File: src/logic/mfc_glue_params.svh
/*
 constants for the multifunction configuration and bus glue block.
 included by the design file only; definitions only.
*/
`ifndef MFC_GLUE_PARAMS_SVH
`define MFC_GLUE_PARAMS_SVH

// configuration register offsets
`define OFS_FUNC_EN      4'h0
`define OFS_RST_OPT      4'h1
`define OFS_BAUD_SEL     4'h2
`define OFS_CLK_BASE     4'h3
`define OFS_SER1_BASE    4'h4
`define OFS_SER2_BASE    4'h5
`define OFS_PRN_BASE     4'h6
`define OFS_JOY_BASE     4'h7
`define OFS_IRQ_ROUTE    4'h8
`define OFS_VERIFY       4'hf

// reset values
`define RST_FUNC_EN      8'h00
`define RST_RST_OPT      8'h00
`define RST_BAUD_SEL     8'h00
`define RST_CLK_BASE     8'hb0
`define RST_SER1_BASE    8'hfe
`define RST_SER2_BASE    8'hbe
`define RST_PRN_BASE     8'h9e
`define RST_JOY_BASE     8'h80
`define RST_IRQ_ROUTE    8'hec

// field positions
`define BIT_RST_OPT      7
`define BIT_EN_CLK       4
`define BIT_EN_PRN       3
`define BIT_EN_SER2      2
`define BIT_EN_SER1      1
`define BIT_EN_JOY       0
`define BIT_VALID_CFG    7
`define LSB_IRQ3         6
`define LSB_IRQ4         4
`define LSB_IRQ5         2
`define LSB_IRQ7         0

// unit select lines start at muxed line 4
`define UNIT_LINE_BASE   4

`endif

File: src/logic/mfc_glue_pkg.sv
/*
 types for the multifunction configuration and bus glue block.
 assumes the params header is on the include path.
*/
package mfc_glue_pkg;
  typedef enum logic [1:0] {
    src_none = 2'b00,
    src_clk  = 2'b01,
    src_a    = 2'b10,
    src_b    = 2'b11
  } irq_src_t;

  typedef enum logic [1:0] {
    md_idle   = 2'b00,
    md_config = 2'b01,
    md_normal = 2'b10
  } cfg_mode_t;
endpackage : mfc_glue_pkg

File: src/logic/multifunction_config_bus_glue.sv
/*
 configuration register bank, irq routing and external buffer control
 for a pc multifunction peripheral controller.
 assumes bus strobes are synchronous to core_clk (active low ior/iow),
 an upstream entry sequence raises cfg_enter, and function cores take
 the reset and enable outputs below.
 every output is registered, so pins answer one clock after the cause.
 unit select gates configuration access only; normal decode ignores it.
*/
// Notes on behaviour
// - irq7 field: 0 none, 1 clock, 2 second uart, 3 printer; resets 0.
// - one source may drive several irq lines at once.
// - reading offset f returns the configuration index in use.
// - any write to offset f ends config mode; unit runs normally.
// - bus reset only clears clock irq logic, plus uart control regs under normal option.
// - normal option clears uart control regs; restricted leaves them.
// - bus reset leaves printer config and clock untouched.
// - power-loss flag holds while supply stays on.
// - cleared flag at power-up disables operation until configured.
// - buffer enables derived from ale, aen, ior and iow.
// - external buffer enable input can also activate data enable.
// - no address match: data enable high, direction floats.
// - recognized read: data enable and direction both low.
// - recognized write except joystick: enable low, direction high.
// - joystick write: enable high, direction floats.
// - four three-state irq outputs, each carrying its routed source.
// - power-up bases: clock 2c0, uart1 com1, uart2 com2, printer lpt2.
// - select on lines 4..7 gives unit 0..3; unconnected ignores all.
// - offsets 0-2 reset 00, 3 b0, 4 fe, 5 be, 6 9e, 7 80.
// - routing resets to ec: uart2 irq3, uart1 irq4, printer irq5.
// - irq3 bits 7-6, irq4 bits 5-4: none, clock, uart1, uart2.
// - offset 1 bit 7 picks reset option: 0 normal, 1 restricted.
`timescale 1ns/10ps
`include "mfc_glue_params.svh"

module multifunction_config_bus_glue
  import mfc_glue_pkg::*;
(
  // clock and resets
  input  wire logic       core_clk,
  input  wire logic       rst,
  input  wire logic       bus_reset,
  // host bus, already buffered
  input  wire logic       ale,
  input  wire logic       aen,
  input  wire logic       ior_n,
  input  wire logic       iow_n,
  input  wire logic [9:8] addr_hi,
  input  wire logic [7:0] muxed_addr_data,
  input  wire logic       unit_select,
  input  wire logic       unit_select_conn,
  input  wire logic       ext_buf_en_n,
  // configuration entry from the sequence detector
  input  wire logic       cfg_enter,
  // interrupt sources
  input  wire logic       irq_clk_src,
  input  wire logic       irq_ser1_src,
  input  wire logic       irq_ser2_src,
  input  wire logic       irq_prn_src,
  // buffer control
  output logic            addr_buf_en_n,
  output logic            data_buf_en_n,
  output logic            data_dir_out,
  output logic            data_dir_oe_n,
  // read data toward the data buffer
  output logic [7:0]      rd_data,
  // irq pins, three-state
  output logic [3:0]      irq_out,
  output logic [3:0]      irq_oe_n,
  // state toward function cores
  output logic            ser_ctrl_reset,
  output logic            clk_irq_reset,
  output logic            normal_op,
  output logic [4:0]      func_enable,
  output logic [7:0]      reset_options,
  output logic [7:0]      baud_select
);

  ////////////////////////////////////////////////////////////////////////
  // address latch and unit decode

  logic [9:0]  addr_r;
  logic        unit_hit_r;
  logic        unit_ok_r;
  cfg_mode_t   mode_r;
  logic [3:0]  cfg_index_r;
  logic        power_ok_r;

  // address on muxed pins only while ale is high
  always_ff @(posedge core_clk or posedge rst) begin
    if (rst) begin
      addr_r <= 10'h000;
    end else if (ale) begin
      addr_r <= {addr_hi, muxed_addr_data};
    end
  end

  // select pin level at ale says whether this unit is addressed
  always_ff @(posedge core_clk or posedge rst) begin
    if (rst) begin
      unit_ok_r  <= 1'b0;
      unit_hit_r <= 1'b0;
    end else if (ale) begin
      unit_ok_r  <= unit_select_conn;
      // the wired line is high only when this unit is named
      unit_hit_r <= unit_select_conn && unit_select;
    end
  end

  ////////////////////////////////////////////////////////////////////////
  // configuration registers

  logic [7:0] func_en_r;
  logic [7:0] rst_opt_r;
  logic [7:0] baud_r;
  logic [7:0] clk_base_r;
  logic [7:0] ser1_base_r;
  logic [7:0] ser2_base_r;
  logic [7:0] prn_base_r;
  logic [7:0] joy_base_r;
  logic [7:0] route_r;

  logic ior_d_r;
  logic iow_d_r;
  logic rd_pulse;
  logic wr_pulse;
  logic cfg_sel;
  logic cfg_wr;
  logic cfg_end;

  always_ff @(posedge core_clk or posedge rst) begin
    if (rst) begin
      ior_d_r <= 1'b1;
      iow_d_r <= 1'b1;
    end else begin
      ior_d_r <= ior_n;
      iow_d_r <= iow_n;
    end
  end

  // edge detect: a long strobe acts once, not on every clock
  assign rd_pulse = ior_d_r && !ior_n && !aen;
  assign wr_pulse = iow_d_r && !iow_n && !aen;
  // config window: address low nibble holds the index; dead without select
  assign cfg_sel  = (mode_r == md_config) && unit_hit_r;
  // one decoded write so bank, flag and mode agree on every write
  assign cfg_wr   = wr_pulse && cfg_sel && !ale;
  assign cfg_end  = cfg_wr && cfg_index_r == `OFS_VERIFY;

  // index latched from address low nibble during config
  // normal traffic never moves the index
  always_ff @(posedge core_clk or posedge rst) begin
    if (rst) begin
      cfg_index_r <= 4'h0;
    end else if (ale && mode_r == md_config) begin
      cfg_index_r <= muxed_addr_data[3:0];
    end
  end

  // bank lives on rst only; bus reset leaves it alone
  always_ff @(posedge core_clk or posedge rst) begin
    if (rst) begin
      func_en_r   <= `RST_FUNC_EN;
      rst_opt_r   <= `RST_RST_OPT;
      baud_r      <= `RST_BAUD_SEL;
      clk_base_r  <= `RST_CLK_BASE;
      ser1_base_r <= `RST_SER1_BASE;
      ser2_base_r <= `RST_SER2_BASE;
      prn_base_r  <= `RST_PRN_BASE;
      joy_base_r  <= `RST_JOY_BASE;
      route_r     <= `RST_IRQ_ROUTE;
    end else if (cfg_wr) begin
      // unknown offsets drop; offset f has no storage
      unique case (cfg_index_r)
        `OFS_FUNC_EN:   func_en_r   <= muxed_addr_data;
        `OFS_RST_OPT:   rst_opt_r   <= muxed_addr_data;
        `OFS_BAUD_SEL:  baud_r      <= muxed_addr_data;
        `OFS_CLK_BASE:  clk_base_r  <= muxed_addr_data;
        `OFS_SER1_BASE: ser1_base_r <= muxed_addr_data;
        `OFS_SER2_BASE: ser2_base_r <= muxed_addr_data;
        `OFS_PRN_BASE:  prn_base_r  <= muxed_addr_data;
        `OFS_JOY_BASE:  joy_base_r  <= muxed_addr_data;
        `OFS_IRQ_ROUTE: route_r     <= muxed_addr_data;
        default: ;
      endcase
    end
  end

  ////////////////////////////////////////////////////////////////////////
  // mode and power-loss flag

  // flag only drops with supply, i.e. rst; held otherwise
  always_ff @(posedge core_clk or posedge rst) begin
    if (rst) begin
      power_ok_r <= 1'b0;
    end else if (cfg_end) begin
      // write to f both ends config and marks the setup valid
      power_ok_r <= 1'b1;
    end
  end

  always_ff @(posedge core_clk or posedge rst) begin
    if (rst) begin
      mode_r <= md_idle;
    end else begin
      unique case (mode_r)
        md_idle:   if (cfg_enter) mode_r <= md_config;
        md_config: if (cfg_end) begin
          mode_r <= md_normal;
        end
        // re-entry from normal keeps the bank contents
        md_normal: if (cfg_enter) mode_r <= md_config;
        default:   mode_r <= md_idle;
      endcase
    end
  end

  ////////////////////////////////////////////////////////////////////////
  // function address match

  logic hit_clk;
  logic hit_ser1;
  logic hit_ser2;
  logic hit_prn;
  logic hit_joy;
  logic run;
  logic any_hit;
  logic acc_hit;

  // no decode until configured and unit connected
  assign run      = (mode_r == md_normal) && power_ok_r && unit_ok_r;
  assign hit_clk  = func_en_r[`BIT_EN_CLK] && addr_r[1] == 1'b0 &&
                    addr_r[9:2] == clk_base_r;
  assign hit_ser1 = func_en_r[`BIT_EN_SER1] &&
                    addr_r[9:3] == ser1_base_r[7:1];
  assign hit_ser2 = func_en_r[`BIT_EN_SER2] &&
                    addr_r[9:3] == ser2_base_r[7:1];
  assign hit_prn  = func_en_r[`BIT_EN_PRN] && addr_r[9:2] == prn_base_r;
  assign hit_joy  = func_en_r[`BIT_EN_JOY] && addr_r[1:0] == 2'b01 &&
                    addr_r[9:2] == joy_base_r;
  // decode uses the latched address; aen is checked live
  assign any_hit  = run && !aen &&
                    (hit_clk | hit_ser1 | hit_ser2 | hit_prn | hit_joy);
  // config registers count as a recognized function as well
  assign acc_hit  = any_hit || (cfg_sel && !aen);

  ////////////////////////////////////////////////////////////////////////
  // buffer enables and direction

  always_ff @(posedge core_clk or posedge rst) begin
    if (rst) begin
      addr_buf_en_n <= 1'b1;
      data_buf_en_n <= 1'b1;
      data_dir_out  <= 1'b0;
      data_dir_oe_n <= 1'b1;
    end else begin
      addr_buf_en_n <= !(ale && !aen);
      data_buf_en_n <= 1'b1;
      data_dir_out  <= 1'b0;
      data_dir_oe_n <= 1'b1;
      // strobes are taken raw, so enables trail them by one clock
      if (acc_hit && !ior_n) begin
        data_buf_en_n <= 1'b0;
        data_dir_out  <= 1'b0;
        data_dir_oe_n <= 1'b0;
      end else if (acc_hit && !iow_n && !(any_hit && hit_joy)) begin
        data_buf_en_n <= 1'b0;
        data_dir_out  <= 1'b1;
        data_dir_oe_n <= 1'b0;
      end
      // joystick write falls through: enable high, float
      if (!ext_buf_en_n) begin
        data_buf_en_n <= 1'b0;
      end
    end
  end

  ////////////////////////////////////////////////////////////////////////
  // register read back

  // stands until the next read; unused offsets read zero
  always_ff @(posedge core_clk or posedge rst) begin
    if (rst) begin
      rd_data <= 8'h00;
    end else if (rd_pulse && cfg_sel) begin
      unique case (cfg_index_r)
        `OFS_FUNC_EN:   rd_data <= {power_ok_r, func_en_r[6:0]};
        `OFS_RST_OPT:   rd_data <= rst_opt_r;
        `OFS_BAUD_SEL:  rd_data <= baud_r;
        `OFS_CLK_BASE:  rd_data <= clk_base_r;
        `OFS_SER1_BASE: rd_data <= ser1_base_r;
        `OFS_SER2_BASE: rd_data <= ser2_base_r;
        `OFS_PRN_BASE:  rd_data <= prn_base_r;
        `OFS_JOY_BASE:  rd_data <= joy_base_r;
        `OFS_IRQ_ROUTE: rd_data <= route_r;
        `OFS_VERIFY:    rd_data <= {4'h0, cfg_index_r};
        default:        rd_data <= 8'h00;
      endcase
    end
  end

  ////////////////////////////////////////////////////////////////////////
  // irq routing

  logic [3:0] irq_hit;
  irq_src_t   sel [4];
  logic [3:0] src_b_v;
  logic [3:0] src_a_v;

  // one field per pin; irq3/4 use uart1,uart2, irq5 uart1,printer,
  // irq7 uart2,printer
  assign sel[0] = irq_src_t'(route_r[`LSB_IRQ3 +: 2]);
  assign sel[1] = irq_src_t'(route_r[`LSB_IRQ4 +: 2]);
  assign sel[2] = irq_src_t'(route_r[`LSB_IRQ5 +: 2]);
  assign sel[3] = irq_src_t'(route_r[`LSB_IRQ7 +: 2]);
  assign src_a_v = {irq_ser2_src, irq_ser1_src, irq_ser1_src,
                    irq_ser1_src};
  assign src_b_v = {irq_prn_src, irq_prn_src, irq_ser2_src,
                    irq_ser2_src};

  genvar g;
  generate
    for (g = 0; g < 4; g++) begin : g_irq
      // each pin decodes on its own, so sources may fan out
      always_comb begin
        unique case (sel[g])
          src_none: irq_hit[g] = 1'b0;
          src_clk:  irq_hit[g] = irq_clk_src;
          src_a:    irq_hit[g] = src_a_v[g];
          src_b:    irq_hit[g] = src_b_v[g];
        endcase
      end
      // registered pins cost a clock but cannot glitch
      always_ff @(posedge core_clk or posedge rst) begin
        if (rst) begin
          irq_out[g]  <= 1'b0;
          irq_oe_n[g] <= 1'b1;
        end else begin
          irq_out[g]  <= irq_hit[g];
          irq_oe_n[g] <= !irq_hit[g];
        end
      end
    end
  endgenerate

  ////////////////////////////////////////////////////////////////////////
  // reset fan-out and core state

  // bus_reset is a level; cores see it one clock late
  always_ff @(posedge core_clk or posedge rst) begin
    if (rst) begin
      ser_ctrl_reset <= 1'b1;
      clk_irq_reset  <= 1'b1;
      normal_op      <= 1'b0;
      func_enable    <= 5'h00;
      reset_options  <= `RST_RST_OPT;
      baud_select    <= `RST_BAUD_SEL;
    end else begin
      // restricted option shields uarts from bus reset
      ser_ctrl_reset <= bus_reset && !rst_opt_r[`BIT_RST_OPT];
      clk_irq_reset  <= bus_reset;
      normal_op      <= run;
      func_enable    <= run ? func_en_r[4:0] : 5'h00;
      reset_options  <= rst_opt_r;
      baud_select    <= baud_r;
    end
  end

endmodule : multifunction_config_bus_glue

File: config.mk
export PLATFORM = sky130hd
export DESIGN_NAME = multifunction_config_bus_glue
export DESIGN_NICKNAME = d
export VERILOG_FILES = /design/src/logic/mfc_glue_pkg.sv /design/src/logic/multifunction_config_bus_glue.sv
export VERILOG_INCLUDE_DIRS = /design/src /design/src/logic
export SDC_FILE = /design/constraint.sdc
export NUM_CORES = 1
export LEC_CHECK = 0
export BUFFER_PORTS_ARGS = -buffer_cell sky130_fd_sc_hd__buf_2
export CAP_MARGIN = 20
export CORE_MARGIN = 2
export CORE_UTILIZATION = 30
export DETAILED_ROUTE_END_ITERATION = 7
export RECOVER_POWER = 100
export SYNTH_ARGS = -nofsm -noshare
export SYNTH_HDL_FRONTEND = slang
export SYNTH_SLANG_ARGS = --single-unit
export TNS_END_PERCENT = 10
File: constraint.sdc
create_clock -name core_clk -period 4.7 [get_ports core_clk]
set_input_delay 0.47 -clock core_clk [delete_from_list [all_inputs] [get_ports core_clk]]
set_output_delay 0.47 -clock core_clk [all_outputs]
set_load 0.005 [all_outputs]
== Yosys cells after proc, flatten, opt, wreduce, memory -nomap -nowiden ==
Cells that the tools add are included.

* Output and inout port bits: 44
* Word-level logic and storage cells: 144
* Bits in registers: 136

* Bitwise operators: 5
* Reduce and logical (&&, ||, !) cells: 58
* Equal/unequal tests: 31
* Muxes and demuxes: 14

{| class="wikitable"
|+ Operator list
! kind !! count
|-
| 8-bit one-hot mux with 10 select lines || 1
|-
| 1-bit logical AND || 29
|-
| 8-bit == test || 3
|-
| 2-bit AND reduction || 10
|-
| 2-bit == test, second input constant || 9
|-
| 4-bit by 3-bit == test with 1-bit output, second input constant || 4
|-
| 1-bit one-hot mux with 4 select lines || 4
|-
| 7-bit == test || 2
|-
| 2-bit by 1-bit == test with 1-bit output, second input constant || 6
|-
| 1-bit zero test || 11
|-
| 2-bit zero test || 5
|-
| 4-bit by 2-bit == test with 1-bit output, second input constant || 2
|-
| 4-bit == test, second input constant || 2
|-
| 1-bit 2-to-1 mux || 5
|-
| 5-bit 2-to-1 mux || 1
|-
| 4-bit by 1-bit == test with 1-bit output, second input constant || 1
|-
| 4-bit zero test || 1
|-
| 2-bit 2-to-1 mux || 2
|-
| 1-bit OR || 4
|-
| 2-bit one-hot mux with 2 select lines || 1
|-
| 2-bit by 1-bit != test with 1-bit output, second input constant || 1
|-
| 2-bit != test, second input constant || 1
|-
| 2-bit OR reduction || 1
|-
| 1-bit logical OR || 1
|-
| 1-bit inverter || 1
|}

== Depth between registers and ports, before layout ==
* Depth after elaboration: 14
* Gate-level depth with buffers: 8
* Depth with buffers taken out: 6

== Worst setup path before layout ==
OpenSTA, ideal clock, no wires.

* Path kind: input to register
* Start point: input ale
* End point: register clk_base_r[0]
* Buffers on the path: 1
* Data arrival time: 1.831 ns
* Setup slack: 2.744 ns
* Stages: 5
* Path through: clkbuf_1 or3_4 nor3_4 nand2_4 mux2_2

* Cells in the longest elaborated chain, start to end: 3

{| class="wikitable"
|+ Ends and longest elaborated chain
! item !! line !! text
|-
| start: declaration || multifunction_config_bus_glue.sv:44 || <nowiki>input wire logic ale,</nowiki>
|-
| 1-bit zero test || multifunction_config_bus_glue.sv:147 || <nowiki>assign cfg_wr = wr_pulse && cfg_sel && !ale;</nowiki>
|-
| 1-bit logical AND || multifunction_config_bus_glue.sv:147 ||
|-
| 2-bit AND reduction (no source line) || - ||
|-
| end signal: assignment || multifunction_config_bus_glue.sv:166 || <nowiki>clk_base_r <= `RST_CLK_BASE;</nowiki>
|-
| end signal: assignment || multifunction_config_bus_glue.sv:178 || <nowiki>`OFS_CLK_BASE: clk_base_r <= muxed_addr_data;</nowiki>
|-
| end: declaration || multifunction_config_bus_glue.sv:116 || <nowiki>logic [7:0] clk_base_r;</nowiki>
|}

No other way between the ends.
A chain may end at the register's enable or synchronous reset.

== Final worst setup path ==
* Start point: register cfg_index_r[0]
* End point: register rst_opt_r[0]

* Cells in the longest elaborated chain, start to end: 2

{| class="wikitable"
|+ Ends and longest elaborated chain
! item !! line !! text
|-
| start: declaration || multifunction_config_bus_glue.sv:86 || <nowiki>logic [3:0] cfg_index_r;</nowiki>
|-
| start signal: assignment || multifunction_config_bus_glue.sv:156 || <nowiki>cfg_index_r <= muxed_addr_data[3:0];</nowiki>
|-
| 4-bit by 1-bit == test with 1-bit output || multifunction_config_bus_glue.sv:174 || <nowiki>unique case (cfg_index_r)</nowiki>
|-
| 2-bit AND reduction (no source line) || - ||
|-
| end signal: assignment || multifunction_config_bus_glue.sv:164 || <nowiki>rst_opt_r <= `RST_RST_OPT;</nowiki>
|-
| end signal: assignment || multifunction_config_bus_glue.sv:176 || <nowiki>`OFS_RST_OPT: rst_opt_r <= muxed_addr_data;</nowiki>
|-
| end: declaration || multifunction_config_bus_glue.sv:114 || <nowiki>logic [7:0] rst_opt_r;</nowiki>
|}

No other way between the ends.

==> impl_results.md <==
- Final ANT Viol Nets: 0
- Syn Inst Count: 476
- Reg clk slew, reported paths: 0.06 ns
- Vias in the first global route: 4112
- Mapped Avg Cell Area: 12.9 um2
- Drt pass-1 iters: 5
- Worst IR Drop VDD: 0.000186 V
- Final nets: 561
- CP Cell Sequence: inv_1 -> nor3_1 -> nand2_4 -> mux2_2
- Startpoint types: flip-flop
- CP arrival: 3.24 ns
- Leading area contributor after synthesis: dfrtp_1
- Port Buffers: 68
- Maximum net fanout on the critical path: 24
- First-pass GRT wire length: 24.6 mm
- Number of I/O pins: 69
- P&R area growth vs syn: 18.2%
- Yosys warns: 0
- Area of the multi-input gates: 0.00253 mm2
- Initial antenna violation count: 1
- Post-CTS Setup Bufs: 0
- Worst Setup SP: cfg_index_r[0]
- Total track usage: 15.2%
- R2R Setup Slk: 1.75 ns
- Rows: 52
- Clock Path Buffers: 2
- Root buffer cell: clkbuf_16
- Clock tree from TritonCTS: done
- Post-Syn Area: 0.00616 mm2
- Total power: 0.00300 W
- Slew Limit Fails: 43
- Fill cells: 2001
- Clk Latency, worst-skew pair: 0.42 ns
- Most used flip-flop cell after synthesis: dfrtp_1
- Drt via density: 4.99
- Most frequent cell after synthesis: dfrtp_1
- Relative slew margins: -48.5%
- Final Cycle Share: 62.7%
- Fmax achieved: 339 MHz
- CP max stage delay: 1.01 ns
- DRC errors left: 0
- Die footprint: 0.0217 mm2
- Crit path time final: 2.95 ns
- Largest net degree at the start of global routing: 96
- Final Skew: 0.00904 ns
- Syn_nets: 501
- Total setup violations reported at the end of the flow: 0
- Share of layout cells above drive strength 1: 40.3%
- Diode count: 0
- Die Y: 147 um
- Total congestion overflow: 0
- Clock sink total: 136
- Die width: 147 um
- Largest cells by area after synthesis: dfrtp_1 40%, mux2_2 17%, dfstp_2 16%
- Post-synth top area share: 39.8%
- P_leak: 3.38 nW
- Post-CTS Hold Fix Bufs: 0
- FF/Latch Area: 0.00345 mm2
- Status: complete, but fails checks
- Final hold viol count: 0
- Max-Cap Viols: 1
- HP Class: input pin to flip-flop
- Top cells by count, synth: 98 x dfrtp_1, 91 x mux2_2, 38 x dfstp_2
- Yosys cell types: 47
- Failing checks: capacitance limit, slew limit
- CP max-delay cell: nor3_1
- DR WL/cell: 19.3 um
- Via count: 4083
- Least-Margin Pin Slew: 2.23 ns
- TritonCTS Buffers: 17
- Iter 0 DRT Violations: 269
- Routed WL: 15.8 mm
- Seq/Total Area, Yosys: 56.0%
- Initial Utilization: 30.5%
- Final setup TNS: 0 ns
- Fraction of registers with async set or reset after synthesis: 100%
- HP Start: bus_reset
- Final GP Congestion: 0.969
- Kind of critical path: flip-flop to flip-flop
- CORE AREA: 0.0202 mm2
- Critical path required time: 5.00 ns
- H-tree depth: 4
- Post-CTS Resized: 0
- Post-synth EDFFs: 0
- PwrDens: 412 mW/mm2
- Yosys reg bits: 136
- Unrepaired setup endpoints after global routing: false
- CP endpoint kind: flip-flop
- Placed wire-length estimate: 11.2 mm
- RR Startpoint: cfg_index_r[0]
## power breakdown
group | total, W | switching (W) | internal [W] | leakage, nW
Clock | 0.00133 | 0.000495 | 0.000832 | 0.276
Sequential | 0.00136 | 0.000103 | 0.00125 | 1.72
Combinational | 0.000319 | 0.000175 | 0.000144 | 1.39
## through the flow
step | instances | utilization [%] | hold WS, ns | setup WS [ns] | cell area (um2)
after detailed placement | 787 | 33.4 | 0.409 | 2.34 | 6740
after global placement | 787 | 33.4 | 0.412 | 2.40 | 6740
after CTS | 819 | 36.4 | 0.146 | 2.34 | 7330
after floorplan | 476 | - | 0.364 | 0.653 | 6160
final | 819 | 36.1 | 0.158 | 1.75 | 7280
after global routing | 819 | 36.1 | 0.142 | 1.24 | 7280
## cell families (layout without fill, tap and decap cells)
family	count (synthesis)	in the layout	synth area share [%]
buf+inv	39	112	2.50
mux	109	109	20.6
compound gates	53	53	5.83
simple gates	101	101	9.63
flops	136	136	56.0
xor+xnor	38	38	5.40
## state kept, by name, summed over array words and instances, names as in the netlist, 7 cells and up
register / cells
reset_options: 8
prn_base_r: 8
func_en_r: 7
joy_base_r: 8
clk_base_r: 8
rd_data: 8
baud_r: 8
route_r: 8
ser1_base_r: 8
addr_r: 10
ser2_base_r: 8
baud_select: 8
rst_opt_r: 8
## worst max-delay path, delay by kind of cell, from the launching register on
kind / cells / cell delay, ns
and+or+nand+nor: 2 / 1.21
muxes: 1 / 0.35
DFF: 1 / 0.95
buffers and inverters: 1 / 0.31
## worst paths after layout
path | to | cells past startpoint
max in group asynchronous | joy_base_r[3] | 3
setup / recovery | rst_opt_r[0] | 4
hold / removal | clk_irq_reset | 1
hold reg to reg | baud_select[5] | 0
setup reg to reg | rst_opt_r[0] | 4
min in group asynchronous | irq_out[2] | 2
## cells in the final DEF, fill, tap and decap left out, drive strengths merged, types with 5 or more instances in the layout
master / Yosys / routed
nor2b: 5 / 5
o22ai: 5 / 5
and2: 6 / 6
mux2i: 10 / 10
a22o: 5 / 5
buf: 9 / 51
nor3: 11 / 11
a21oi: 10 / 10
clkbuf: 20 / 39
nor4: 8 / 8
nand2: 37 / 37
dfrtp: 98 / 98
nand4: 6 / 6
nor2: 9 / 9
nand3: 9 / 9
mux4: 5 / 5
mux2: 94 / 94
inv: 10 / 11
xnor2: 16 / 16
dfstp: 38 / 38
xor2: 22 / 22
o21ai: 11 / 11
## per-layer routing
metal / up-vias / GRT usage, % / share of wire [%]
li1: 1816 / - / -
met1: 2100 / 20.4 / 45
met2: 143 / 23.2 / 47
met3: 24 / 4.66 / 6.7
met4: 0 / 5.38 / 2.1
met5: - / 0 / 0
## cell type report
type / count / area share [%]
multi-input combinational: 301 / 34.8
clock inverter: 12 / 2.10
timing repair buffer: 70 / 4.52
tap: 270 / 4.64
clock buffer: 20 / 6.00
inverter: 10 / 0.584
sequential: 136 / 47.4
Power figures use the tool's default switching activity.
